==> src/common/ies_pkg.sv <==
package ies_pkg;
    // Register bus
    localparam int                 ADDR_W         = 32;
    localparam logic [31:0]        SEL_HIGH_ADDR  = 32'h019C_0000;
    localparam logic [31:0]        SEL_LOW_ADDR   = 32'h019C_0004;
    localparam int                 CODE_W         = 5;
    localparam int                 NUM_SEL        = 12;
    localparam int                 NUM_CPU_IRQ    = 16;
    localparam int                 NUM_CHAN       = 64;
    // Field low bit positions, selector 0 = interrupt 4 ... 11 = 15
    localparam int                 FIELD_LSB [12] = '{0, 5, 10, 16, 21, 26,
                                                      0, 5, 10, 16, 21, 26};
    // Writable bit masks: bits 15 and 31 hold nothing
    localparam logic [31:0]        SEL_MASK       = 32'h7FFF_7FFF;
    // Reset values (interrupts 4..9 low, 10..15 high)
    localparam logic [31:0]        SEL_LOW_RST    = 32'h2507_18A4;
    localparam logic [31:0]        SEL_HIGH_RST   = 32'h0820_2D43;
    // Source codes
    localparam logic [4:0] SRC_HOST     = 5'h00;
    localparam logic [4:0] SRC_TMR0     = 5'h01;
    localparam logic [4:0] SRC_TMR1     = 5'h02;
    localparam logic [4:0] SRC_MEMA     = 5'h03;
    localparam logic [4:0] SRC_GPIO4    = 5'h04;
    localparam logic [4:0] SRC_DMA      = 5'h08;
    localparam logic [4:0] SRC_EMU_DMA  = 5'h09;
    localparam logic [4:0] SRC_EMU_RX   = 5'h0A;
    localparam logic [4:0] SRC_EMU_TX   = 5'h0B;
    localparam logic [4:0] SRC_SER0_TX  = 5'h0C;
    localparam logic [4:0] SRC_SER0_RX  = 5'h0D;
    localparam logic [4:0] SRC_SER1_TX  = 5'h0E;
    localparam logic [4:0] SRC_SER1_RX  = 5'h0F;
    localparam logic [4:0] SRC_GPIO0    = 5'h10;
    localparam logic [4:0] SRC_SER2_TX  = 5'h11;
    localparam logic [4:0] SRC_SER2_RX  = 5'h12;
    localparam logic [4:0] SRC_TMR2     = 5'h13;
    localparam logic [4:0] SRC_MEMB     = 5'h14;
    localparam logic [4:0] SRC_CELL     = 5'h17;
    localparam logic [4:0] SRC_VIT      = 5'h1E;
    localparam logic [4:0] SRC_TURBO    = 5'h1F;

    // Peripheral event and interrupt lines
    typedef struct packed {
        logic        host_irq;
        logic        timer0_expiry;
        logic        timer1_expiry;
        logic        timer2_expiry;
        logic        memory_a_refresh_tick;
        logic        memory_b_refresh_tick;
        logic [15:0] gpio_event;
        logic        serial0_tx_event;
        logic        serial0_rx_event;
        logic        serial1_tx_event;
        logic        serial1_rx_event;
        logic        serial2_tx_event;
        logic        serial2_rx_event;
        logic        viterbi_rx_event;
        logic        viterbi_tx_event;
        logic        turbo_rx_event;
        logic        turbo_tx_event;
        logic        cell_rx_event;
        logic        cell_tx_event;
    } ies_evt_t;

    typedef struct packed {
        logic serial0_tx_irq;
        logic serial0_rx_irq;
        logic serial1_tx_irq;
        logic serial1_rx_irq;
        logic serial2_tx_irq;
        logic serial2_rx_irq;
        logic dma_completion_irq;
        logic emulation_dma_irq;
        logic emulation_exchange_rx_irq;
        logic emulation_exchange_tx_irq;
        logic cell_port_irq;
        logic viterbi_irq;
        logic turbo_irq;
    } ies_irq_t;
endpackage

==> src/core/ies_src_mux.sv <==
`timescale 1ns/1ps
`default_nettype none
// Decodes one 5-bit selector code to its interrupt source
module ies_src_mux (
    // Selection
    input  wire logic [4:0]        code,
    // Sources
    input  wire ies_pkg::ies_evt_t evt,
    input  wire ies_pkg::ies_irq_t irq,
    // Result
    output logic                   hit
);
    // Reserved codes yield no source
    always_comb begin
        unique case (code)
            ies_pkg::SRC_HOST:    hit = evt.host_irq;
            ies_pkg::SRC_TMR0:    hit = evt.timer0_expiry;
            ies_pkg::SRC_TMR1:    hit = evt.timer1_expiry;
            ies_pkg::SRC_MEMA:    hit = evt.memory_a_refresh_tick;
            5'h04:                hit = evt.gpio_event[4];
            5'h05:                hit = evt.gpio_event[5];
            5'h06:                hit = evt.gpio_event[6];
            5'h07:                hit = evt.gpio_event[7];
            ies_pkg::SRC_DMA:     hit = irq.dma_completion_irq;
            ies_pkg::SRC_EMU_DMA: hit = irq.emulation_dma_irq;
            ies_pkg::SRC_EMU_RX:  hit = irq.emulation_exchange_rx_irq;
            ies_pkg::SRC_EMU_TX:  hit = irq.emulation_exchange_tx_irq;
            ies_pkg::SRC_SER0_TX: hit = irq.serial0_tx_irq;
            ies_pkg::SRC_SER0_RX: hit = irq.serial0_rx_irq;
            ies_pkg::SRC_SER1_TX: hit = irq.serial1_tx_irq;
            ies_pkg::SRC_SER1_RX: hit = irq.serial1_rx_irq;
            ies_pkg::SRC_GPIO0:   hit = evt.gpio_event[0];
            ies_pkg::SRC_SER2_TX: hit = irq.serial2_tx_irq;
            ies_pkg::SRC_SER2_RX: hit = irq.serial2_rx_irq;
            ies_pkg::SRC_TMR2:    hit = evt.timer2_expiry;
            ies_pkg::SRC_MEMB:    hit = evt.memory_b_refresh_tick;
            ies_pkg::SRC_CELL:    hit = irq.cell_port_irq;
            ies_pkg::SRC_VIT:     hit = irq.viterbi_irq;
            ies_pkg::SRC_TURBO:   hit = irq.turbo_irq;
            default:              hit = 1'b0;
        endcase
    end
endmodule
`default_nettype wire

==> src/core/ies_top.sv <==
`timescale 1ns/1ps
`default_nettype none
// ============================================================
module ies_top (
    // Clock and reset
    input  wire logic                ref_clk,
    input  wire logic                rst_b,
    // Register port
    input  wire logic [31:0]         reg_addr,
    input  wire logic [31:0]         reg_wdata,
    input  wire logic                reg_wr,
    input  wire logic                reg_rd,
    output logic      [31:0]         reg_rdata,
    // Peripheral sources
    input  wire ies_pkg::ies_evt_t   evt_in,
    input  wire ies_pkg::ies_irq_t   irq_in,
    input  wire logic                nmi_in,
    input  wire logic [63:0]         chain_evt,
    // DMA controller side
    input  wire logic [63:0]         event_enable,
    input  wire logic [63:0]         flag_clear,
    input  wire logic [63:0]         flag_set,
    output logic      [31:0]         event_flag_low,
    output logic      [31:0]         event_flag_high,
    output logic      [63:0]         dma_req,
    // CPU side
    output logic      [15:0]         cpu_irq
);

    // ========================================================
    // Channel event map
    logic [63:0] chan_src;

    // Fixed wiring, not programmable
    always_comb begin
        chan_src        = 64'h0;
        chan_src[0]     = evt_in.host_irq;
        chan_src[1]     = evt_in.timer0_expiry;
        chan_src[2]     = evt_in.timer1_expiry;
        chan_src[3]     = evt_in.memory_a_refresh_tick;
        chan_src[7:4]   = evt_in.gpio_event[7:4];
        chan_src[11:8]  = evt_in.gpio_event[3:0];
        chan_src[12]    = evt_in.serial0_tx_event;
        chan_src[13]    = evt_in.serial0_rx_event;
        chan_src[14]    = evt_in.serial1_tx_event;
        chan_src[15]    = evt_in.serial1_rx_event;
        chan_src[17]    = evt_in.serial2_tx_event;
        chan_src[18]    = evt_in.serial2_rx_event;
        chan_src[19]    = evt_in.timer2_expiry;
        chan_src[20]    = evt_in.memory_b_refresh_tick;
        chan_src[28]    = evt_in.viterbi_rx_event;
        chan_src[29]    = evt_in.viterbi_tx_event;
        chan_src[30]    = evt_in.turbo_rx_event;
        chan_src[31]    = evt_in.turbo_tx_event;
        chan_src[32]    = evt_in.cell_rx_event;
        chan_src[40]    = evt_in.cell_tx_event;
        chan_src[55:48] = evt_in.gpio_event[15:8];
    end

    // ========================================================
    // Event flags
    logic [63:0] trig;
    logic [63:0] flag_r;
    logic [63:0] flag_nxt;

    // Completion chaining ORs into any channel
    assign trig = chan_src | chain_evt | flag_set;

    // Set beats clear; enables do not gate capture
    always_comb begin
        flag_nxt = (flag_r & ~flag_clear) | trig;
    end

    always_ff @(posedge ref_clk) begin
        if (!rst_b) begin
            flag_r <= 64'h0;
        end else begin
            flag_r <= flag_nxt;
        end
    end

    assign event_flag_low  = flag_r[31:0];
    assign event_flag_high = flag_r[63:32];
    // Priority ordering lives in the DMA parameter memory, downstream
    assign dma_req         = flag_r & event_enable;

    // ========================================================
    // Selector registers
    logic [31:0] sel_hi_r;
    logic [31:0] sel_hi_nxt;
    logic [31:0] sel_lo_r;
    logic [31:0] sel_lo_nxt;
    logic [31:0] rdata_r;
    logic [31:0] rdata_nxt;
    logic        hit_hi;
    logic        hit_lo;

    assign hit_hi = (reg_addr == ies_pkg::SEL_HIGH_ADDR);
    assign hit_lo = (reg_addr == ies_pkg::SEL_LOW_ADDR);

    // Gap bits masked off so they read zero
    always_comb begin
        sel_hi_nxt = sel_hi_r;
        sel_lo_nxt = sel_lo_r;
        rdata_nxt  = 32'h0;
        if (reg_wr && hit_hi) begin
            sel_hi_nxt = reg_wdata & ies_pkg::SEL_MASK;
        end
        if (reg_wr && hit_lo) begin
            sel_lo_nxt = reg_wdata & ies_pkg::SEL_MASK;
        end
        if (reg_rd && hit_hi) begin
            rdata_nxt = sel_hi_r;
        end else if (reg_rd && hit_lo) begin
            rdata_nxt = sel_lo_r;
        end
    end

    // Defaults select the documented sources
    always_ff @(posedge ref_clk) begin
        if (!rst_b) begin
            sel_hi_r <= ies_pkg::SEL_HIGH_RST;
            sel_lo_r <= ies_pkg::SEL_LOW_RST;
            rdata_r  <= 32'h0;
        end else begin
            sel_hi_r <= sel_hi_nxt;
            sel_lo_r <= sel_lo_nxt;
            rdata_r  <= rdata_nxt;
        end
    end

    assign reg_rdata = rdata_r;

    // ========================================================
    // CPU interrupt front end
    logic [11:0] sel_hit;
    logic [15:0] irq_nxt;
    logic [15:0] irq_r;

    // One decoder per maskable interrupt
    generate
        for (genvar i = 0; i < ies_pkg::NUM_SEL; i++) begin : g_sel
            logic [4:0] code;
            // Lower register serves 4-9, upper serves 10-15
            if (i < 6) begin : g_lo
                assign code = sel_lo_r[ies_pkg::FIELD_LSB[i] +: 5];
            end else begin : g_hi
                assign code = sel_hi_r[ies_pkg::FIELD_LSB[i] +: 5];
            end
            ies_src_mux u_mux (
                .code (code),
                .evt  (evt_in),
                .irq  (irq_in),
                .hit  (sel_hit[i])
            );
        end
    endgenerate

    // Slot 0 reset, 1 NMI, 2-3 reserved and held low
    always_comb begin
        irq_nxt        = 16'h0;
        irq_nxt[0]     = ~rst_b;
        irq_nxt[1]     = nmi_in;
        irq_nxt[15:4]  = sel_hit;
    end

    // Registered to keep the CPU input glitch free
    always_ff @(posedge ref_clk) begin
        if (!rst_b) begin
            irq_r <= 16'h0001;
        end else begin
            irq_r <= irq_nxt;
        end
    end

    assign cpu_irq = irq_r;

    // ========================================================
    // Checks
    property p_flag_capture;
        @(posedge ref_clk) disable iff (!rst_b)
        chan_src[5] |=> flag_r[5];
    endproperty
    flag_capture_a: assert property (p_flag_capture)
        else $error("event not latched");

    property p_flag_hold;
        @(posedge ref_clk) disable iff (!rst_b)
        (flag_r[13] && !flag_clear[13]) |=> flag_r[13];
    endproperty
    flag_hold_a: assert property (p_flag_hold)
        else $error("flag lost without clear");

    property p_gpio_hi;
        @(posedge ref_clk) disable iff (!rst_b)
        evt_in.gpio_event[8] |=> event_flag_high[16];
    endproperty
    gpio_high_a: assert property (p_gpio_hi)
        else $error("gpio 8 not on channel 48");

    property p_empty_chan;
        @(posedge ref_clk) disable iff (!rst_b)
        1'b1 |-> (chan_src[21] == 1'b0) && (chan_src[63:56] == 8'h00);
    endproperty
    empty_chan_a: assert property (p_empty_chan)
        else $error("unconnected channel driven");

    property p_gap_bits;
        @(posedge ref_clk) disable iff (!rst_b)
        1'b1 |-> !sel_hi_r[15] && !sel_hi_r[31]
            && !sel_lo_r[15] && !sel_lo_r[31];
    endproperty
    gap_bits_a: assert property (p_gap_bits)
        else $error("gap bit set");

    property p_reserved_low;
        @(posedge ref_clk) disable iff (!rst_b)
        ##1 (cpu_irq[3:2] == 2'b00);
    endproperty
    reserved_low_a: assert property (p_reserved_low)
        else $error("reserved interrupt raised");

    property p_nmi_path;
        @(posedge ref_clk) disable iff (!rst_b)
        nmi_in |=> cpu_irq[1];
    endproperty
    nmi_path_a: assert property (p_nmi_path)
        else $error("nmi not forwarded");

    property p_read_back;
        @(posedge ref_clk) disable iff (!rst_b)
        (reg_rd && hit_lo) |=> (reg_rdata == $past(sel_lo_r));
    endproperty
    read_back_a: assert property (p_read_back)
        else $error("read data mismatch");

    property p_int14_default;
        @(posedge ref_clk) disable iff (!rst_b)
        (sel_hi_r[25:21] == ies_pkg::SRC_TMR0 && evt_in.timer0_expiry)
            |=> cpu_irq[14];
    endproperty
    int14_default_a: assert property (p_int14_default)
        else $error("timer 0 not routed to interrupt 14");

    property p_chain;
        @(posedge ref_clk) disable iff (!rst_b)
        chain_evt[60] |=> flag_r[60];
    endproperty
    chain_trig_a: assert property (p_chain)
        else $error("chain event not captured");

    property p_host_chan;
        @(posedge ref_clk) disable iff (!rst_b)
        evt_in.host_irq |=> event_flag_low[0];
    endproperty
    host_chan_a: assert property (p_host_chan)
        else $error("host event not on channel 0");

    property p_gpio_low;
        @(posedge ref_clk) disable iff (!rst_b)
        evt_in.gpio_event[0] |=> event_flag_low[8];
    endproperty
    gpio_low_a: assert property (p_gpio_low)
        else $error("gpio 0 not on channel 8");

    property p_timer2_chan;
        @(posedge ref_clk) disable iff (!rst_b)
        evt_in.timer2_expiry |=> event_flag_low[19];
    endproperty
    timer2_chan_a: assert property (p_timer2_chan)
        else $error("timer 2 not on channel 19");

    property p_cell_tx;
        @(posedge ref_clk) disable iff (!rst_b)
        evt_in.cell_tx_event |=> event_flag_high[8];
    endproperty
    cell_tx_a: assert property (p_cell_tx)
        else $error("cell transmit not on channel 40");

    property p_capture_off;
        @(posedge ref_clk) disable iff (!rst_b)
        (chan_src[12] && !event_enable[12]) |=> event_flag_low[12];
    endproperty
    capture_off_a: assert property (p_capture_off)
        else $error("disabled event not latched");

    property p_flag_clear;
        @(posedge ref_clk) disable iff (!rst_b)
        (flag_clear[13] && !trig[13]) |=> !flag_r[13];
    endproperty
    flag_clear_a: assert property (p_flag_clear)
        else $error("flag not cleared");

    property p_rdata_idle;
        @(posedge ref_clk) disable iff (!rst_b)
        !reg_rd |=> (reg_rdata == 32'h0);
    endproperty
    rdata_idle_a: assert property (p_rdata_idle)
        else $error("read data outside read cycle");

    property p_read_high;
        @(posedge ref_clk) disable iff (!rst_b)
        (reg_rd && hit_hi) |=> (reg_rdata == $past(sel_hi_r));
    endproperty
    read_high_a: assert property (p_read_high)
        else $error("high read data mismatch");

    property p_write_low;
        @(posedge ref_clk) disable iff (!rst_b)
        (reg_wr && hit_lo)
            |=> (sel_lo_r == ($past(reg_wdata) & ies_pkg::SEL_MASK));
    endproperty
    write_low_a: assert property (p_write_low)
        else $error("low selector write lost");

    property p_reset_slot;
        @(posedge ref_clk) disable iff (!rst_b)
        rst_b |=> !cpu_irq[0];
    endproperty
    reset_slot_a: assert property (p_reset_slot)
        else $error("reset interrupt stuck high");

    property p_int4_default;
        @(posedge ref_clk) disable iff (!rst_b)
        (sel_lo_r[4:0] == ies_pkg::SRC_GPIO4 && evt_in.gpio_event[4])
            |=> cpu_irq[4];
    endproperty
    int4_default_a: assert property (p_int4_default)
        else $error("gpio 4 not routed to interrupt 4");

    property p_ser0_tx;
        @(posedge ref_clk) disable iff (!rst_b)
        (sel_lo_r[4:0] == ies_pkg::SRC_SER0_TX && irq_in.serial0_tx_irq)
            |=> cpu_irq[4];
    endproperty
    ser0_tx_a: assert property (p_ser0_tx)
        else $error("serial 0 transmit not routed");
endmodule
`default_nettype wire

==> config.mk <==
export PLATFORM = sky130hd
export DESIGN_NAME = ies_top
export DESIGN_NICKNAME = d
export VERILOG_FILES = /design/src/common/ies_pkg.sv /design/src/core/ies_src_mux.sv /design/src/core/ies_top.sv
export SDC_FILE = /design/constraint.sdc
export NUM_CORES = 1
export LEC_CHECK = 0
export ABC_AREA = 1
export BUFFER_PORTS_ARGS = -buffer_cell sky130_fd_sc_hd__buf_4
export CAP_MARGIN = 20
export CORE_AREA = 2 2 211 213
export CTS_BUF_LIST = sky130_fd_sc_hd__clkbuf_8 sky130_fd_sc_hd__clkbuf_16
export DETAILED_ROUTE_END_ITERATION = 8
export DIE_AREA = 0 0 213 215
export MAX_ROUTING_LAYER = met4
export PLACE_DENSITY = 0.54
export SETUP_SLACK_MARGIN = 0.15
export SLEW_MARGIN = 20
export SYNTH_ARGS = -nofsm -noshare
export SYNTH_HDL_FRONTEND = slang
export SYNTH_HIERARCHICAL = 1
export SYNTH_SLANG_ARGS = --single-unit
==> constraint.sdc <==
create_clock -name ref_clk -period 2.2 [get_ports ref_clk]
set_input_delay 0.44 -clock ref_clk [delete_from_list [all_inputs] [get_ports ref_clk]]
set_output_delay 0.44 -clock ref_clk [all_outputs]
set_load 0.03 [all_outputs]
==> impl_metrics.xml <==
<?xml version="1.0" encoding="UTF-8"?>
<metrics>
  <group name="detailed_routing">
    <metric name="drt-vias-per-instance" unit="">4.72</metric>
    <metric name="routed_wirelength" unit="um">58600</metric>
    <metric name="count_of_antenna_violating_nets_left_after_detailed_routing" unit="">0</metric>
    <metric name="routedWlPerCell" unit="um">19.2</metric>
    <metric name="drc" unit="">0</metric>
    <metric name="drt-initial-drc-count" unit="">1358</metric>
    <metric name="drt_pass1_iterations" unit="">7</metric>
    <metric name="route.vias.total" unit="">14400</metric>
  </group>
  <group name="global_routing">
    <metric name="largest_net_degree_at_the_start_of_global_routing" unit="">61</metric>
    <metric name="gr-usage-all-layers" unit="%">25.7</metric>
    <metric name="grt_pass1_wl" unit="um">83600</metric>
    <metric name="grt.overflow.total" unit="">0</metric>
    <metric name="grt_antenna_before_repair" unit="">21</metric>
    <metric name="first_global_vias" unit="">13200</metric>
  </group>
  <group name="worst_setup_path">
    <metric name="worst-path-max-fanout" unit="">3</metric>
    <metric name="cell_count_along_the_critical_path" unit="">3</metric>
    <metric name="worstSetupEndpointType" unit="">primary output</metric>
    <metric name="worstReg2RegEnd" unit="">cpu_irq[11]</metric>
    <metric name="crit-reg2reg-launch" unit="">sel_hi_r[6]</metric>
    <metric name="launch_point_of_the_worst_path" unit="">flag_r[23]</metric>
    <metric name="startpoint_type" unit="">flop</metric>
    <metric name="critical-path-top-delay-family" unit="">flip-flops</metric>
    <metric name="timing.critical_path.to" unit="">dma_req[23]</metric>
    <metric name="worst_ep_required_time" unit="ns">1.76</metric>
    <metric name="worstPathArrival" unit="ns">1.27</metric>
    <metric name="crit_path_cell_trace" unit="">nand2_1, inv_1, buf_4</metric>
    <metric name="critPathSlowestCell" unit="">dfxtp_1</metric>
    <metric name="setup.reg_to_reg.worst_slack" unit="ns">0.57</metric>
    <metric name="cp_slowest_stage_delay" unit="ns">0.39</metric>
    <metric name="worst_reg_to_reg_cells" unit="">9</metric>
    <metric name="path_buf_inv" unit="">2</metric>
    <metric name="crit_type" unit="">reg -&gt; out</metric>
  </group>
  <group name="clock_network">
    <metric name="clockRootBuffer" unit="">clkbuf_16</metric>
    <metric name="clk_transition_reported_paths" unit="ns">0.07</metric>
    <metric name="cts_resized" unit="">0</metric>
    <metric name="clock_sinks" unit="">168</metric>
    <metric name="total_number_of_h_tree_levels" unit="">4</metric>
    <metric name="numCtsBuffers" unit="">17</metric>
    <metric name="worst_skew_late_latency" unit="ns">0.46</metric>
    <metric name="post_cts.repair.setup_buffers" unit="">0</metric>
    <metric name="tritoncts" unit="">yes</metric>
    <metric name="clock_path_buffers" unit="">2</metric>
    <metric name="cts-hold-fix-buffers" unit="">0</metric>
  </group>
  <group name="die">
    <metric name="die-area" unit="mm^2">0.0458</metric>
    <metric name="core" unit="mm^2">0.0436</metric>
    <metric name="core.rowCount" unit="">77</metric>
    <metric name="die_y" unit="um">215</metric>
    <metric name="die-width" unit="um">213</metric>
    <metric name="top_level_ports" unit="">548</metric>
    <metric name="start_util" unit="%">26.2</metric>
  </group>
  <group name="sta">
    <metric name="final_max_slew_viol_count" unit="">0</metric>
    <metric name="finalHoldViolCount" unit="">0</metric>
    <metric name="setup_tns" unit="ns">0</metric>
    <metric name="share_of_the_clock_period_used_by_the_worst_path_after_layout" unit="%">77.5</metric>
    <metric name="timing.fmax" unit="MHz">586</metric>
    <metric name="skew" unit="ns">0.0107</metric>
    <metric name="layout_min_cycle_time" unit="ns">1.71</metric>
    <metric name="timing.hold.ws" unit="ns">0.176</metric>
    <metric name="slew_headroom" unit="%">54.4</metric>
    <metric name="final-setup-viol-count" unit="">0</metric>
    <metric name="setup_repair_after_global_routing_missed_its_margin" unit="">no</metric>
    <metric name="worst_pin_slew" unit="ns">0.684</metric>
  </group>
  <group name="yosys">
    <metric name="synth_top_cell_by_area" unit="">dfxtp_1</metric>
    <metric name="yosysSeqAreaShare" unit="%">29.4</metric>
    <metric name="netlist-cell-type-count" unit="">24</metric>
    <metric name="syn_area_per_cell" unit="um^2">5.95</metric>
    <metric name="synthesis.area" unit="mm^2">0.0114</metric>
    <metric name="yosysWarnings" unit="">6</metric>
    <metric name="synth_top_cells_by_area" unit="">dfxtp_1, nand2_1, nand3_1</metric>
    <metric name="syn-instance-count" unit="">1921</metric>
    <metric name="flop_and_latch_count_out_of_synthesis" unit="">168</metric>
    <metric name="synth_top_area_share" unit="%">29.4</metric>
  </group>
  <group name="pwr">
    <metric name="power_switching_share" unit="%">30.7</metric>
    <metric name="power.density_cell_area" unit="mW/mm^2">495</metric>
    <metric name="power_frac_seq" unit="%">39.3</metric>
    <metric name="power.ir.vdd_worst" unit="uV">369</metric>
    <metric name="p_sw" unit="uW">2520</metric>
    <metric name="pwr-share-clk" unit="%">38.9</metric>
    <metric name="cell_internal_pwr" unit="uW">5690</metric>
    <metric name="power.combinational.fraction" unit="%">21.8</metric>
    <metric name="leakage_power_figure" unit="uW">0.00915</metric>
  </group>
  <group name="outcome">
    <metric name="status" unit="">finished clean</metric>
  </group>
  <group name="finish">
    <metric name="mostFrequentLayoutCell" unit="">buf_4</metric>
    <metric name="flow.area_growth_from_synthesis" unit="%">45.2</metric>
    <metric name="final-seq-area" unit="mm^2">0.00336</metric>
    <metric name="multi_input_comb_area" unit="mm^2">0.00617</metric>
    <metric name="nFillCells" unit="">4722</metric>
    <metric name="highest_count_cells_in_the_layout_ignoring_fill_and_taps" unit="">buf_4, nand2_1, nand3_1</metric>
    <metric name="layout-drive-gt1-share" unit="%">28.9</metric>
    <metric name="final_net_count" unit="">2794</metric>
  </group>
  <group name="hold_path">
    <metric name="hold_path.class" unit="">in -&gt; reg</metric>
    <metric name="whs_path_depth" unit="">3</metric>
  </group>
  <group name="place">
    <metric name="io_buffers" unit="">541</metric>
    <metric name="gp_congestion" unit="">0.940</metric>
    <metric name="dpl_wire_length" unit="um">45300</metric>
  </group>
  <group name="flow_run">
    <metric name="drv_cap" unit="">0</metric>
  </group>
</metrics>
## worst min path at each step
stage | startpoint | endpoint | slack, ns
finish | nmi_in | cpu_irq[1] | 0.18
global route | nmi_in | cpu_irq[1] | 0.16
CTS | nmi_in | cpu_irq[1] | 0.14
detailed placement | flag_r[34] | flag_r[34] | 0.48
global placement | flag_r[58] | flag_r[58] | 0.47
floorplan | sel_lo_r[11] | sel_lo_r[11] | 0.47
## power by group through the flow
stage	Clock, uW	Combinational, uW	Sequential [uW]
after floorplan	0	521	3450
after global placement	0	1780	3290
after detailed placement	0	1790	3300
after CTS	3280	1800	3230
after global routing	3400	1910	3240
final	3190	1790	3230
## synthesized netlist by cell type
cell type / instances
nand4_1: 37
nand3_1: 320
o21ai_1: 12
inv_4: 12
inv_1: 306
a21oi_1: 100
nand3_2: 24
nor2_4: 15
conb_1: 1
buf_2: 7
inv_2: 36
buf_6: 24
nand3b_1: 13
nor2_1: 204
nand2_1: 508
buf_4: 14
buf_1: 8
clkinv_1: 1
nand2_2: 1
nor3_1: 24
nor2_2: 25
clkbuf_1: 27
dfxtp_1: 168
o41ai_1: 34
## worst min-delay path: stages
cell and delay [ns]:
buf_4 0.08, nand2_1 0.05, inv_1 0.04
## stage by stage
| stage | instance area [um^2] | setup WS, ns | power (uW) | instances | util [%] |
|---|---|---|---|---|---|
| floorplan | 11400 | 0.756 | 3970 | 1924 | - |
| global placement | 15900 | 0.191 | 5080 | 2995 | 36.5 |
| detailed placement | 15900 | 0.177 | 5090 | 2995 | 36.5 |
| CTS | 16500 | 0.464 | 8310 | 3027 | 37.9 |
| global route | 16600 | 0.409 | 8540 | 3046 | 38.0 |
| finish | 16600 | 0.495 | 8210 | 3046 | 38.0 |
## cell type report
class	count	area share, %
timing repair buffer	559	25.9
clock buffer	20	2.81
tap	592	4.47
inverter	355	8.22
antenna	19	0.287
multi-input combinational	1321	37.2
sequential	168	20.3
clock inverter	12	0.837
## cell families after synthesis
group / synth area share, %
and+or+nand+nor: 46.3
DFF: 29.4
other: 0.0328
AOI/OAI and AO/OA: 7.51
buffers and inverters: 16.7
## per-layer routing
layer	vias to the layer above	GRT usage, %	share of wire (%)
met5	-	-	0
met4	0	11.2	3.7
met3	98	6.43	9.2
met2	669	39.5	46
met1	6529	31.7	41
li1	7079	-	-
## flip-flops by register name, indices dropped and copies added, names as in the netlist
register / count
cpu_irq: 14
sel_lo_r: 30
flag_r: 64
reg_rdata: 30
sel_hi_r: 30
No activity file was read; power rests on OpenSTA's default activity.
